$ cat src/core/chopper_pkg.sv
// Purpose: Shared constants for the dual bridge chopping controller.
// Assumes: A 25 MHz core clock; four-level pins arrive as two-bit codes.
// Notes:   Times are held in ns as printed; cycle counts derive from them.
package chopper_pkg;

  // ----------------------------------------------------------------------
  // Clock and timing.
  // ----------------------------------------------------------------------
  localparam int CLK_PERIOD_NS = 40;
  localparam int TIMER_W       = 11;

  // Off-time choices, deglitch and blanking times in ns.
  localparam int OFF_TIME_LOW_NS   = 7000;
  localparam int OFF_TIME_HIGH_NS  = 16000;
  localparam int OFF_TIME_OPEN_NS  = 24000;
  localparam int OFF_TIME_RGND_NS  = 32000;
  localparam int OFF_DEGLITCH_NS   = 10000;
  localparam int BLANK_NS          = 1000;
  localparam int LONG_DRIVE_NS     = 40000;

  // Least times round up to whole cycles.
  localparam logic [10:0] OFF_LOW_CYC   = 11'((OFF_TIME_LOW_NS + CLK_PERIOD_NS - 1) / CLK_PERIOD_NS);
  localparam logic [10:0] OFF_HIGH_CYC  = 11'((OFF_TIME_HIGH_NS + CLK_PERIOD_NS - 1) / CLK_PERIOD_NS);
  localparam logic [10:0] OFF_OPEN_CYC  = 11'((OFF_TIME_OPEN_NS + CLK_PERIOD_NS - 1) / CLK_PERIOD_NS);
  localparam logic [10:0] OFF_RGND_CYC  = 11'((OFF_TIME_RGND_NS + CLK_PERIOD_NS - 1) / CLK_PERIOD_NS);
  localparam logic [10:0] DEGLITCH_CYC  = 11'((OFF_DEGLITCH_NS + CLK_PERIOD_NS - 1) / CLK_PERIOD_NS);
  localparam logic [10:0] BLANK_CYC     = 11'((BLANK_NS + CLK_PERIOD_NS - 1) / CLK_PERIOD_NS);
  localparam logic [10:0] LONG_DRIVE_CYC = 11'((LONG_DRIVE_NS + CLK_PERIOD_NS - 1) / CLK_PERIOD_NS);

  // ----------------------------------------------------------------------
  // Four-level pin codes and fast-decay fractions in tenths.
  // ----------------------------------------------------------------------
  localparam logic [1:0] LEVEL_LOW  = 2'h0;
  localparam logic [1:0] LEVEL_HIGH = 2'h1;
  localparam logic [1:0] LEVEL_OPEN = 2'h2;
  localparam logic [1:0] LEVEL_RGND = 2'h3;

  localparam logic [3:0] FRAC_FULL  = 4'ha;
  localparam logic [3:0] FRAC_MIXED = 4'h3;
  localparam logic [3:0] FRAC_RESET = 4'h3;
  localparam logic [1:0] OFF_SELECT_RESET = 2'h0;

  // Per-bridge chopping states.
  typedef enum logic [3:0] {
    ST_IDLE  = 4'h1,
    ST_DRIVE = 4'h2,
    ST_FAST  = 4'h4,
    ST_SLOW  = 4'h8
  } chop_state_type;

endpackage

$ cat src/core/dual_hbridge_chopper_control.sv
// Purpose: Command decode and off-time current chopping for two H-bridges.
// Assumes: Pin-level inputs are asynchronous; outputs feed gate drivers.
// Notes:   Each output has a high and a low switch; both off means Hi-Z.
//
// Notes on behaviour
// - Sleep low forces every bridge output Hi-Z.
// - Enable low Hi-Z; direction picks output polarity.
// - Two-input codes: brake low, reverse, forward, brake high.
// - Forward drives current from output one to two.
// - Drive until trip, decay off-time, drive again.
// - Off-time pin selects 7, 16, 24, 32 us.
// - Off-time governs all modes except ripple control.
// - New off-time applies after 10 us stable.
// - Trip comparator input marks reference over gain.
// - Fast decay reverses bridge, off near zero.
// - Slow decay turns on both low switches.
// - Decay pin: adaptive, ripple, mixed 30%, fast.
// - Each bridge uses only its own decay pin.
// - Mixed decay: fast 30% then slow rest.
// - Adaptive picks slow, mixed, fast each cycle.
// - Adaptive overshoot raises fast fraction next cycle.
// - Adaptive long drive lowers fast fraction next.
// - Adaptive downward target step uses full fast.
// - Ripple mode holds slow decay until valley.
// - Ignore trip for 1 us blanking after drive.
`timescale 1ns/1ps

module dual_hbridge_chopper_control (
  // Clock and reset.
  input  wire logic       i_clk,
  input  wire logic       i_rst_n,
  // Sleep and interface variant (1 selects the two-input variant).
  input  wire logic       i_sleep_request_low,
  input  wire logic       i_two_input_mode,
  // Bridge commands, bit 0 bridge A, bit 1 bridge B.
  input  wire logic [1:0] i_bridge_enable_in,
  input  wire logic [1:0] i_bridge_direction_in,
  input  wire logic [1:0] i_bridge_input_one,
  input  wire logic [1:0] i_bridge_input_two,
  // Four-level configuration pins as two-bit codes.
  input  wire logic [1:0] i_off_time_select,
  input  wire logic [1:0] i_bridge_a_decay_select,
  input  wire logic [1:0] i_bridge_b_decay_select,
  // Current comparators and target step per bridge.
  input  wire logic [1:0] i_trip_current_level,
  input  wire logic [1:0] i_valley_current_level,
  input  wire logic [1:0] i_current_near_zero,
  input  wire logic [1:0] i_target_step_down,
  // Switch commands per bridge output.
  output logic      [1:0] o_bridge_output_one_high,
  output logic      [1:0] o_bridge_output_one_low,
  output logic      [1:0] o_bridge_output_two_high,
  output logic      [1:0] o_bridge_output_two_low,
  output logic      [1:0] o_off_time_applied
);

  // ----------------------------------------------------------------------
  // Reset release and input synchronisers.
  // ----------------------------------------------------------------------
  localparam int SYNC_W = 24;

  logic              rst_meta_reg;
  logic              rst_sync_n_reg;
  logic [SYNC_W-1:0] sync_meta_reg;
  logic [SYNC_W-1:0] sync_reg;
  logic [SYNC_W-1:0] sync_raw;

  // Release reset through two flops so every state flop leaves reset together.
  always_ff @(posedge i_clk or negedge i_rst_n) begin
    if (!i_rst_n) begin
      rst_meta_reg   <= 1'b0;
      rst_sync_n_reg <= 1'b0;
    end else begin
      rst_meta_reg   <= 1'b1;
      rst_sync_n_reg <= rst_meta_reg;
    end
  end

  // Gather every pin-level input for the two-flop synchroniser.
  assign sync_raw = {i_sleep_request_low, i_two_input_mode, i_bridge_enable_in, i_bridge_direction_in,
                     i_bridge_input_one, i_bridge_input_two, i_trip_current_level, i_valley_current_level,
                     i_current_near_zero, i_target_step_down, i_off_time_select,
                     i_bridge_a_decay_select, i_bridge_b_decay_select};

  // Two flops per input; only the second stage is read below.
  always_ff @(posedge i_clk or negedge rst_sync_n_reg) begin
    if (!rst_sync_n_reg) begin
      sync_meta_reg <= '0;
      sync_reg      <= '0;
    end else begin
      sync_meta_reg <= sync_raw;
      sync_reg      <= sync_meta_reg;
    end
  end

  logic       awake;
  logic       two_input;
  logic [1:0] en_s, dir_s, in1_s, in2_s, trip_s, valley_s, zero_s, step_s;
  logic [1:0] off_sel_s;
  logic [1:0] decay_sel_s [2];

  // Split the synchronised bus back into named fields.
  assign {awake, two_input, en_s, dir_s, in1_s, in2_s, trip_s, valley_s, zero_s, step_s, off_sel_s,
          decay_sel_s[0], decay_sel_s[1]} = sync_reg;

  // ----------------------------------------------------------------------
  // Off-time selection with deglitch.
  // ----------------------------------------------------------------------
  function automatic logic [10:0] off_cycles(input logic [1:0] code);
    case (code)
      chopper_pkg::LEVEL_LOW:  off_cycles = chopper_pkg::OFF_LOW_CYC;
      chopper_pkg::LEVEL_HIGH: off_cycles = chopper_pkg::OFF_HIGH_CYC;
      chopper_pkg::LEVEL_OPEN: off_cycles = chopper_pkg::OFF_OPEN_CYC;
      default:                 off_cycles = chopper_pkg::OFF_RGND_CYC;
    endcase
  endfunction

  // Fast part of a decay: off-time times tenths, rounded down.
  function automatic logic [10:0] fast_cycles(input logic [10:0] off, input logic [3:0] frac);
    logic [14:0] prod;
    prod        = 15'(off) * 15'(frac);  // Widen both factors so 800 times 10 cannot wrap.
    fast_cycles = 11'(prod / 15'd10);
  endfunction

  logic [1:0]  off_cand_reg, off_cand_next;
  logic [1:0]  off_applied_reg, off_applied_next;
  logic [10:0] stable_cnt_reg, stable_cnt_next;
  logic [10:0] off_len;

  // A new code must stay unchanged for the deglitch time before it is used.
  always_comb begin
    off_cand_next    = off_sel_s;
    off_applied_next = off_applied_reg;
    stable_cnt_next  = stable_cnt_reg;
    if (off_sel_s != off_cand_reg) begin
      stable_cnt_next = 11'h000;
    end else if (off_cand_reg != off_applied_reg) begin
      if (stable_cnt_reg >= chopper_pkg::DEGLITCH_CYC - 11'h001) begin
        off_applied_next = off_cand_reg;
        stable_cnt_next  = 11'h000;
      end else begin
        stable_cnt_next = stable_cnt_reg + 11'h001;
      end
    end
  end

  // Register the off-time selection state.
  always_ff @(posedge i_clk or negedge rst_sync_n_reg) begin
    if (!rst_sync_n_reg) begin
      off_cand_reg    <= chopper_pkg::OFF_SELECT_RESET;
      off_applied_reg <= chopper_pkg::OFF_SELECT_RESET;
      stable_cnt_reg  <= 11'h000;
    end else begin
      off_cand_reg    <= off_cand_next;
      off_applied_reg <= off_applied_next;
      stable_cnt_reg  <= stable_cnt_next;
    end
  end

  assign off_len            = off_cycles(off_applied_reg);
  assign o_off_time_applied = off_applied_reg;

  // ----------------------------------------------------------------------
  // Per-bridge command decode and chopping machine.
  // ----------------------------------------------------------------------
  for (genvar b = 0; b < 2; b++) begin : g_bridge
    chopper_pkg::chop_state_type state_reg, state_next;
    logic [10:0] timer_reg, timer_next;
    logic [10:0] fast_len_reg, fast_len_next;
    logic [3:0]  frac_reg, frac_next;
    logic        step_pend_reg, step_pend_next;
    logic        step_prev_reg;
    logic        zero_reg, zero_next;
    logic [3:0]  out_reg, out_next;
    logic        drive_cmd, fwd, brake_low, brake_high;
    logic [1:0]  mode;
    logic [3:0]  frac_use;

    // Decode the commands of either interface variant.
    always_comb begin
      if (two_input) begin
        drive_cmd  = in1_s[b] ^ in2_s[b];
        fwd        = in1_s[b];
        brake_low  = !in1_s[b] && !in2_s[b];
        brake_high = in1_s[b] && in2_s[b];
      end else begin
        drive_cmd  = en_s[b];
        fwd        = dir_s[b];
        brake_low  = 1'b0;
        brake_high = 1'b0;
      end
    end

    assign mode = decay_sel_s[b];

    // Chopping sequence: drive, blank, trip, decay, drive again.
    always_comb begin
      state_next     = state_reg;
      timer_next     = timer_reg;
      fast_len_next  = fast_len_reg;
      frac_next      = frac_reg;
      zero_next      = zero_reg;
      frac_use       = frac_reg;
      step_pend_next = step_pend_reg;
      case (state_reg)
        chopper_pkg::ST_IDLE: begin
          if (drive_cmd) begin
            state_next = chopper_pkg::ST_DRIVE;
            timer_next = 11'h000;
          end
        end
        chopper_pkg::ST_DRIVE: begin
          if (timer_reg != 11'h7ff) begin
            timer_next = timer_reg + 11'h001;
          end
          // Trip is honoured only once the blanking time has run.
          if (timer_reg >= chopper_pkg::BLANK_CYC && trip_s[b]) begin
            timer_next = 11'h000;
            zero_next  = 1'b0;
            if (timer_reg == chopper_pkg::BLANK_CYC && frac_reg != chopper_pkg::FRAC_FULL) begin
              frac_use = frac_reg + 4'h1;
            end else if (timer_reg >= chopper_pkg::LONG_DRIVE_CYC && frac_reg != 4'h0) begin
              frac_use = frac_reg - 4'h1;
            end
            if (step_pend_reg) begin
              step_pend_next = 1'b0;
            end
            case (mode)
              chopper_pkg::LEVEL_LOW: begin
                frac_next     = frac_use;
                fast_len_next = step_pend_reg ? off_len : fast_cycles(off_len, frac_use);
              end
              chopper_pkg::LEVEL_HIGH: fast_len_next = 11'h000;
              chopper_pkg::LEVEL_OPEN: fast_len_next = fast_cycles(off_len, chopper_pkg::FRAC_MIXED);
              default:                 fast_len_next = off_len;
            endcase
            state_next = (fast_len_next != 11'h000) ? chopper_pkg::ST_FAST : chopper_pkg::ST_SLOW;
          end
        end
        chopper_pkg::ST_FAST: begin
          timer_next = timer_reg + 11'h001;
          if (zero_s[b]) begin
            zero_next = 1'b1;
          end
          if (timer_reg >= off_len - 11'h001) begin
            state_next = chopper_pkg::ST_DRIVE;
            timer_next = 11'h000;
          end else if (timer_reg >= fast_len_reg - 11'h001) begin
            state_next = chopper_pkg::ST_SLOW;
          end
        end
        chopper_pkg::ST_SLOW: begin
          timer_next = timer_reg + 11'h001;
          if (mode == chopper_pkg::LEVEL_HIGH) begin
            if (valley_s[b]) begin
              state_next = chopper_pkg::ST_DRIVE;
              timer_next = 11'h000;
            end
          end else if (timer_reg >= off_len - 11'h001) begin
            state_next = chopper_pkg::ST_DRIVE;
            timer_next = 11'h000;
          end
        end
        default: begin
          state_next = chopper_pkg::ST_IDLE;
        end
      endcase
      // A dropped command or sleep leaves chopping at once.
      if (!drive_cmd || !awake) begin
        state_next = chopper_pkg::ST_IDLE;
        timer_next = 11'h000;
      end
      // A target step arriving with the clear is kept pending.
      if (step_s[b] && !step_prev_reg) begin
        step_pend_next = 1'b1;
      end
    end

    // Switch pattern {one high, one low, two high, two low} for the next state.
    always_comb begin
      out_next = 4'h0;
      case (state_next)
        chopper_pkg::ST_DRIVE: out_next = fwd ? 4'h9 : 4'h6;
        chopper_pkg::ST_FAST:  out_next = zero_next ? 4'h0 : (fwd ? 4'h6 : 4'h9);
        chopper_pkg::ST_SLOW:  out_next = 4'h5;
        chopper_pkg::ST_IDLE:  out_next = brake_low ? 4'h5 : (brake_high ? 4'ha : 4'h0);
        default:               out_next = 4'h0;
      endcase
      if (!awake) begin
        out_next = 4'h0;
      end
    end

    // Register the chopping state and the switch commands.
    always_ff @(posedge i_clk or negedge rst_sync_n_reg) begin
      if (!rst_sync_n_reg) begin
        state_reg     <= chopper_pkg::ST_IDLE;
        timer_reg     <= 11'h000;
        fast_len_reg  <= 11'h000;
        frac_reg      <= chopper_pkg::FRAC_RESET;
        step_pend_reg <= 1'b0;
        step_prev_reg <= 1'b0;
        zero_reg      <= 1'b0;
        out_reg       <= 4'h0;
      end else begin
        state_reg     <= state_next;
        timer_reg     <= timer_next;
        fast_len_reg  <= fast_len_next;
        frac_reg      <= frac_next;
        step_pend_reg <= step_pend_next;
        step_prev_reg <= step_s[b];
        zero_reg      <= zero_next;
        out_reg       <= out_next;
      end
    end

    assign o_bridge_output_one_high[b] = out_reg[3];
    assign o_bridge_output_one_low[b]  = out_reg[2];
    assign o_bridge_output_two_high[b] = out_reg[1];
    assign o_bridge_output_two_low[b]  = out_reg[0];
  end

endmodule

$ cat config.mk
export PLATFORM = sky130hd
export DESIGN_NAME = dual_hbridge_chopper_control
export DESIGN_NICKNAME = d
export VERILOG_FILES = /design/src/core/chopper_pkg.sv /design/src/core/dual_hbridge_chopper_control.sv
export SDC_FILE = /design/constraint.sdc
export NUM_CORES = 1
export LEC_CHECK = 0
export BUFFER_PORTS_ARGS = -buffer_cell sky130_fd_sc_hd__buf_2
export CAP_MARGIN = 40
export CELL_PAD_IN_SITES_DETAIL_PLACEMENT = 1
export CELL_PAD_IN_SITES_GLOBAL_PLACEMENT = 1
export CORE_MARGIN = 4
export CORE_UTILIZATION = 45
export DETAILED_ROUTE_END_ITERATION = 8
export PLACE_DENSITY = 0.75
export SLEW_MARGIN = 20
export SYNTH_ARGS = -nofsm -noshare
export SYNTH_HDL_FRONTEND = slang
export SYNTH_SLANG_ARGS = --single-unit
export TNS_END_PERCENT = 10
$ cat constraint.sdc
create_clock -name i_clk -period 5.9 [get_ports i_clk]
set_input_delay 1.18 -clock i_clk [delete_from_list [all_inputs] [get_ports i_clk]]
set_output_delay 1.18 -clock i_clk [all_outputs]
set_load 0.02 [all_outputs]
==> run_results.csv <==
group,metric,value,unit
outcome,status,"finished with violations",
outcome,violations,"setup timing",
cts,numCtsBuffers,17,
pwr,p_comb_share,6.1,%
placed_design,gp_congestion,0.906,
pwr,switchingPower,619,uW
timing,slew_violations,0,
placed_design,dp_hpwl,41200,um
critical_path,slowest_stage,"fa_1",
timing,finalHoldViolations,0,
synthesis,syn_inst,1802,
synthesis,ys_warn_count,0,
floorplan,fp-row-count,65,
pwr,p_leak,9.85,nW
synthesis,yosysTopAreaCellShare,23.2,%
cts,clk_pin_slew_worst_paths,80,ps
critical_path,worstSetupPathType,"reg2reg",
floorplan,core,31500,um^2
route,firstDrtPassIters,8,
critical_path,worstPathRequired,6240,ps
timing,max_clock_freq,0.101,GHz
synthesis,synth_edf_count,0,
grt,antenna_found_initial,2,
critical_path,cp_max_fo,6,
timing,relSlewSlack,37.0,%
cells_and_area,fin_util,68.2,%
pwr,peakVddDrop,0.211,mV
grt,grtUsageTotal,34.0,%
worst_hold_path,min_path_type,"reg2async",
timing,timing.final.crit_period,9900,ps
critical_path,cp_data_arrival_time,10230,ps
cells_and_area,layout.cells.most_common,"buf_4",
cells_and_area,finalNonFillerCells,2740,
cts,cts.sinks,139,
timing,worstMarginPinSlew,931,ps
placed_design,dp.cells,2624,
synthesis,synth_flop_cell,"dfrtp_1",
critical_path,path_buf_inv,8,
grt,overflow,0,
route,drc_errors,0,
timing,rsz0062_at_grt,"yes",
pwr,switching_share,27.0,%
cts,clockBufferDepth,2,
pwr,power.internal,1.67,mW
cells_and_area,area_delta_synth_final,49.5,%
grt,grt_pass1_vias,18341,
critical_path,cp-start-kind,"flip-flop",
route,ant_nets,0,
synthesis,synthDistinctLibCells,112,
pwr,p_seq_share,44.2,%
run,cap_violations,0,
cells_and_area,fin_nets,2494,
timing,fin_crit_sh,168,%
cells_and_area,drive_above_1_share,40.1,%
synthesis,yosys-top-cells-area,"dfrtp_1, ha_1, nor2_1",
cells_and_area,mostFrequentLayoutCells,"buf_4, nor2_1, nand2_1, dfrtp_1, o21ai_0",
cells_and_area,multiInputGateArea,12100,um^2
timing,setup_ws,-4000,ps
synthesis,syn-cell-area,14400,um^2
route,wl_per_cell,30.5,um
route,dr.first_iter.drc_count,2014,
pwr,clkPwrFrac,49.7,%
route,wl,83600,um
placed_design,portBuffers,35,
cells_and_area,fillCellCount,3574,
synthesis,ys_ff_latch,139,
timing,setup_viol,46,
floorplan,die_h,187,um
critical_path,crit_path_max_incr_delay,570,ps
floorplan,ioPinCount,36,
cts,cts_max_level,4,
floorplan,start_util,45.6,%
grt,grt_pass1_wl,98100,um
floorplan,dieArea,34800,um^2
cts,insertion_delay,470,ps
cts,cts_tree,"done",
synthesis,synth_top_area_cell,"dfrtp_1",
timing,skew,18.9,ps
grt,grt_max_degree,66,
synthesis,seq_area_frac_synth,24.3,%
pwr,power_density,107,nW/um^2
synthesis,syn_avg_cell_area,7.97,um^2
critical_path,crit_family,"compound AO/OA/AOI/OAI gates",
cts,cts_root_buf,"clkbuf_16",
floorplan,fp.dieW,187,um
synthesis,synthArstFlopShare,100,%
route,via_count,19227,
critical_path,cp_common_cell,"buf_4",
cells_and_area,ff_latch_area,3490,um^2
critical_path,end_kind,"flip-flop",
route,drt-vias-per-instance,7.02,
==> logic make-up after synthesis <==
logic type	after synthesis	synth area share, %
flip-flops	139	24.3
XOR/XNOR	79	4.82
other	1	0.0261
AND/OR/NAND/NOR	678	23.1
buffers and inverters	181	4.85
adder cells (fa/ha/maj)	149	14.2
multiplexers	35	2.61
AO/OA/AOI/OAI	540	26.1
==> cell type report <==
type	instances	area share, %
antenna	1	0.0117
clock buffer	21	2.15
clock inverter	10	0.548
inverter	112	1.96
multi-input combinational	1485	56.3
sequential	139	16.3
tap	402	2.34
timing repair buffer	570	20.4
==> worst paths after layout <==
path | start | end | slack [ps] | depth (start not counted)
setup / recovery | g_bridge[0].timer_reg[9]$_DFFE_PN0P_ | g_bridge[0].out_reg[2]$_DFF_PN0_ | -4000 | 40
hold / removal | rst_sync_n_reg$_DFF_PN0_ | sync_meta_reg[7]$_DFF_PN0_ | 270 | 0
setup reg to reg | g_bridge[0].timer_reg[9]$_DFFE_PN0P_ | g_bridge[0].out_reg[2]$_DFF_PN0_ | -4000 | 40
hold reg to reg | rst_sync_n_reg$_DFF_PN0_ | sync_meta_reg[7]$_DFF_PN0_ | 270 | 0
max in group asynchronous | rst_sync_n_reg$_DFF_PN0_ | g_bridge[0].frac_reg[0]$_DFFE_PN1P_ | 4330 | 3
min in group i_clk | sync_meta_reg[9]$_DFF_PN0_ | sync_reg[9]$_DFF_PN0_ | 350 | 0
==> layer usage <==
layer / track usage [%] / vias up / part of all wire (%)
met1: 40.3 / 9369 / 35
li1: - / 7631 / -
met2: 62.0 / 1537 / 48
met3: 4.56 / 688 / 8.0
met5: 0 / - / 0.016
met4: 13.9 / 2 / 9.7
==> metrics by stage <==
stage                     total power, mW  setup TNS [ps]  hold WS, ps  area (um^2)  setup slack (ps)
after floorplan                      1.08          -78220          331        14600             -2670
after global placement               1.12         -107480          332        18400             -3380
after detailed placement             1.13         -121480          337        18400             -3820
after CTS                            2.22         -101260          352        19800             -3200
after global routing                 2.33         -141420          309        21500             -4190
final                                2.29         -131010          265        21500             -4000
==> power by group through the flow <==
stage | Combinational, mW | Sequential [mW] | Clock (mW)
floorplan | 0.0577 | 1.02 | 0
global placement | 0.0948 | 1.03 | 0
detailed placement | 0.103 | 1.03 | 0
CTS | 0.113 | 1.01 | 1.09
global route | 0.146 | 1.01 | 1.17
finish | 0.139 | 1.01 | 1.14
==> synthesized netlist by cell type (all sizes together), types with 20 or more instances <==
library cell,number
nand2,177
nor3,41
nand3,57
o21a,21
and3,20
nand2b,39
o21ai,153
a211oi,23
clkbuf,54
a21o,25
xor2,25
fa,26
a31oi,28
ha,117
dfrtp,133
nor2b,24
nor2,200
xnor2,54
o211ai,22
a21oi,94
inv,109
==> timing repair <==
action / CTS / global route
pin swaps: 54 / 145
hold buffers: 0 / 0
gates resized for setup: 152 / 236
setup endpoints to repair: 45 / 45
buffers inserted: 28 / 55
cloned: 0 / 2
No activity file was read; power rests on OpenSTA's default activity.
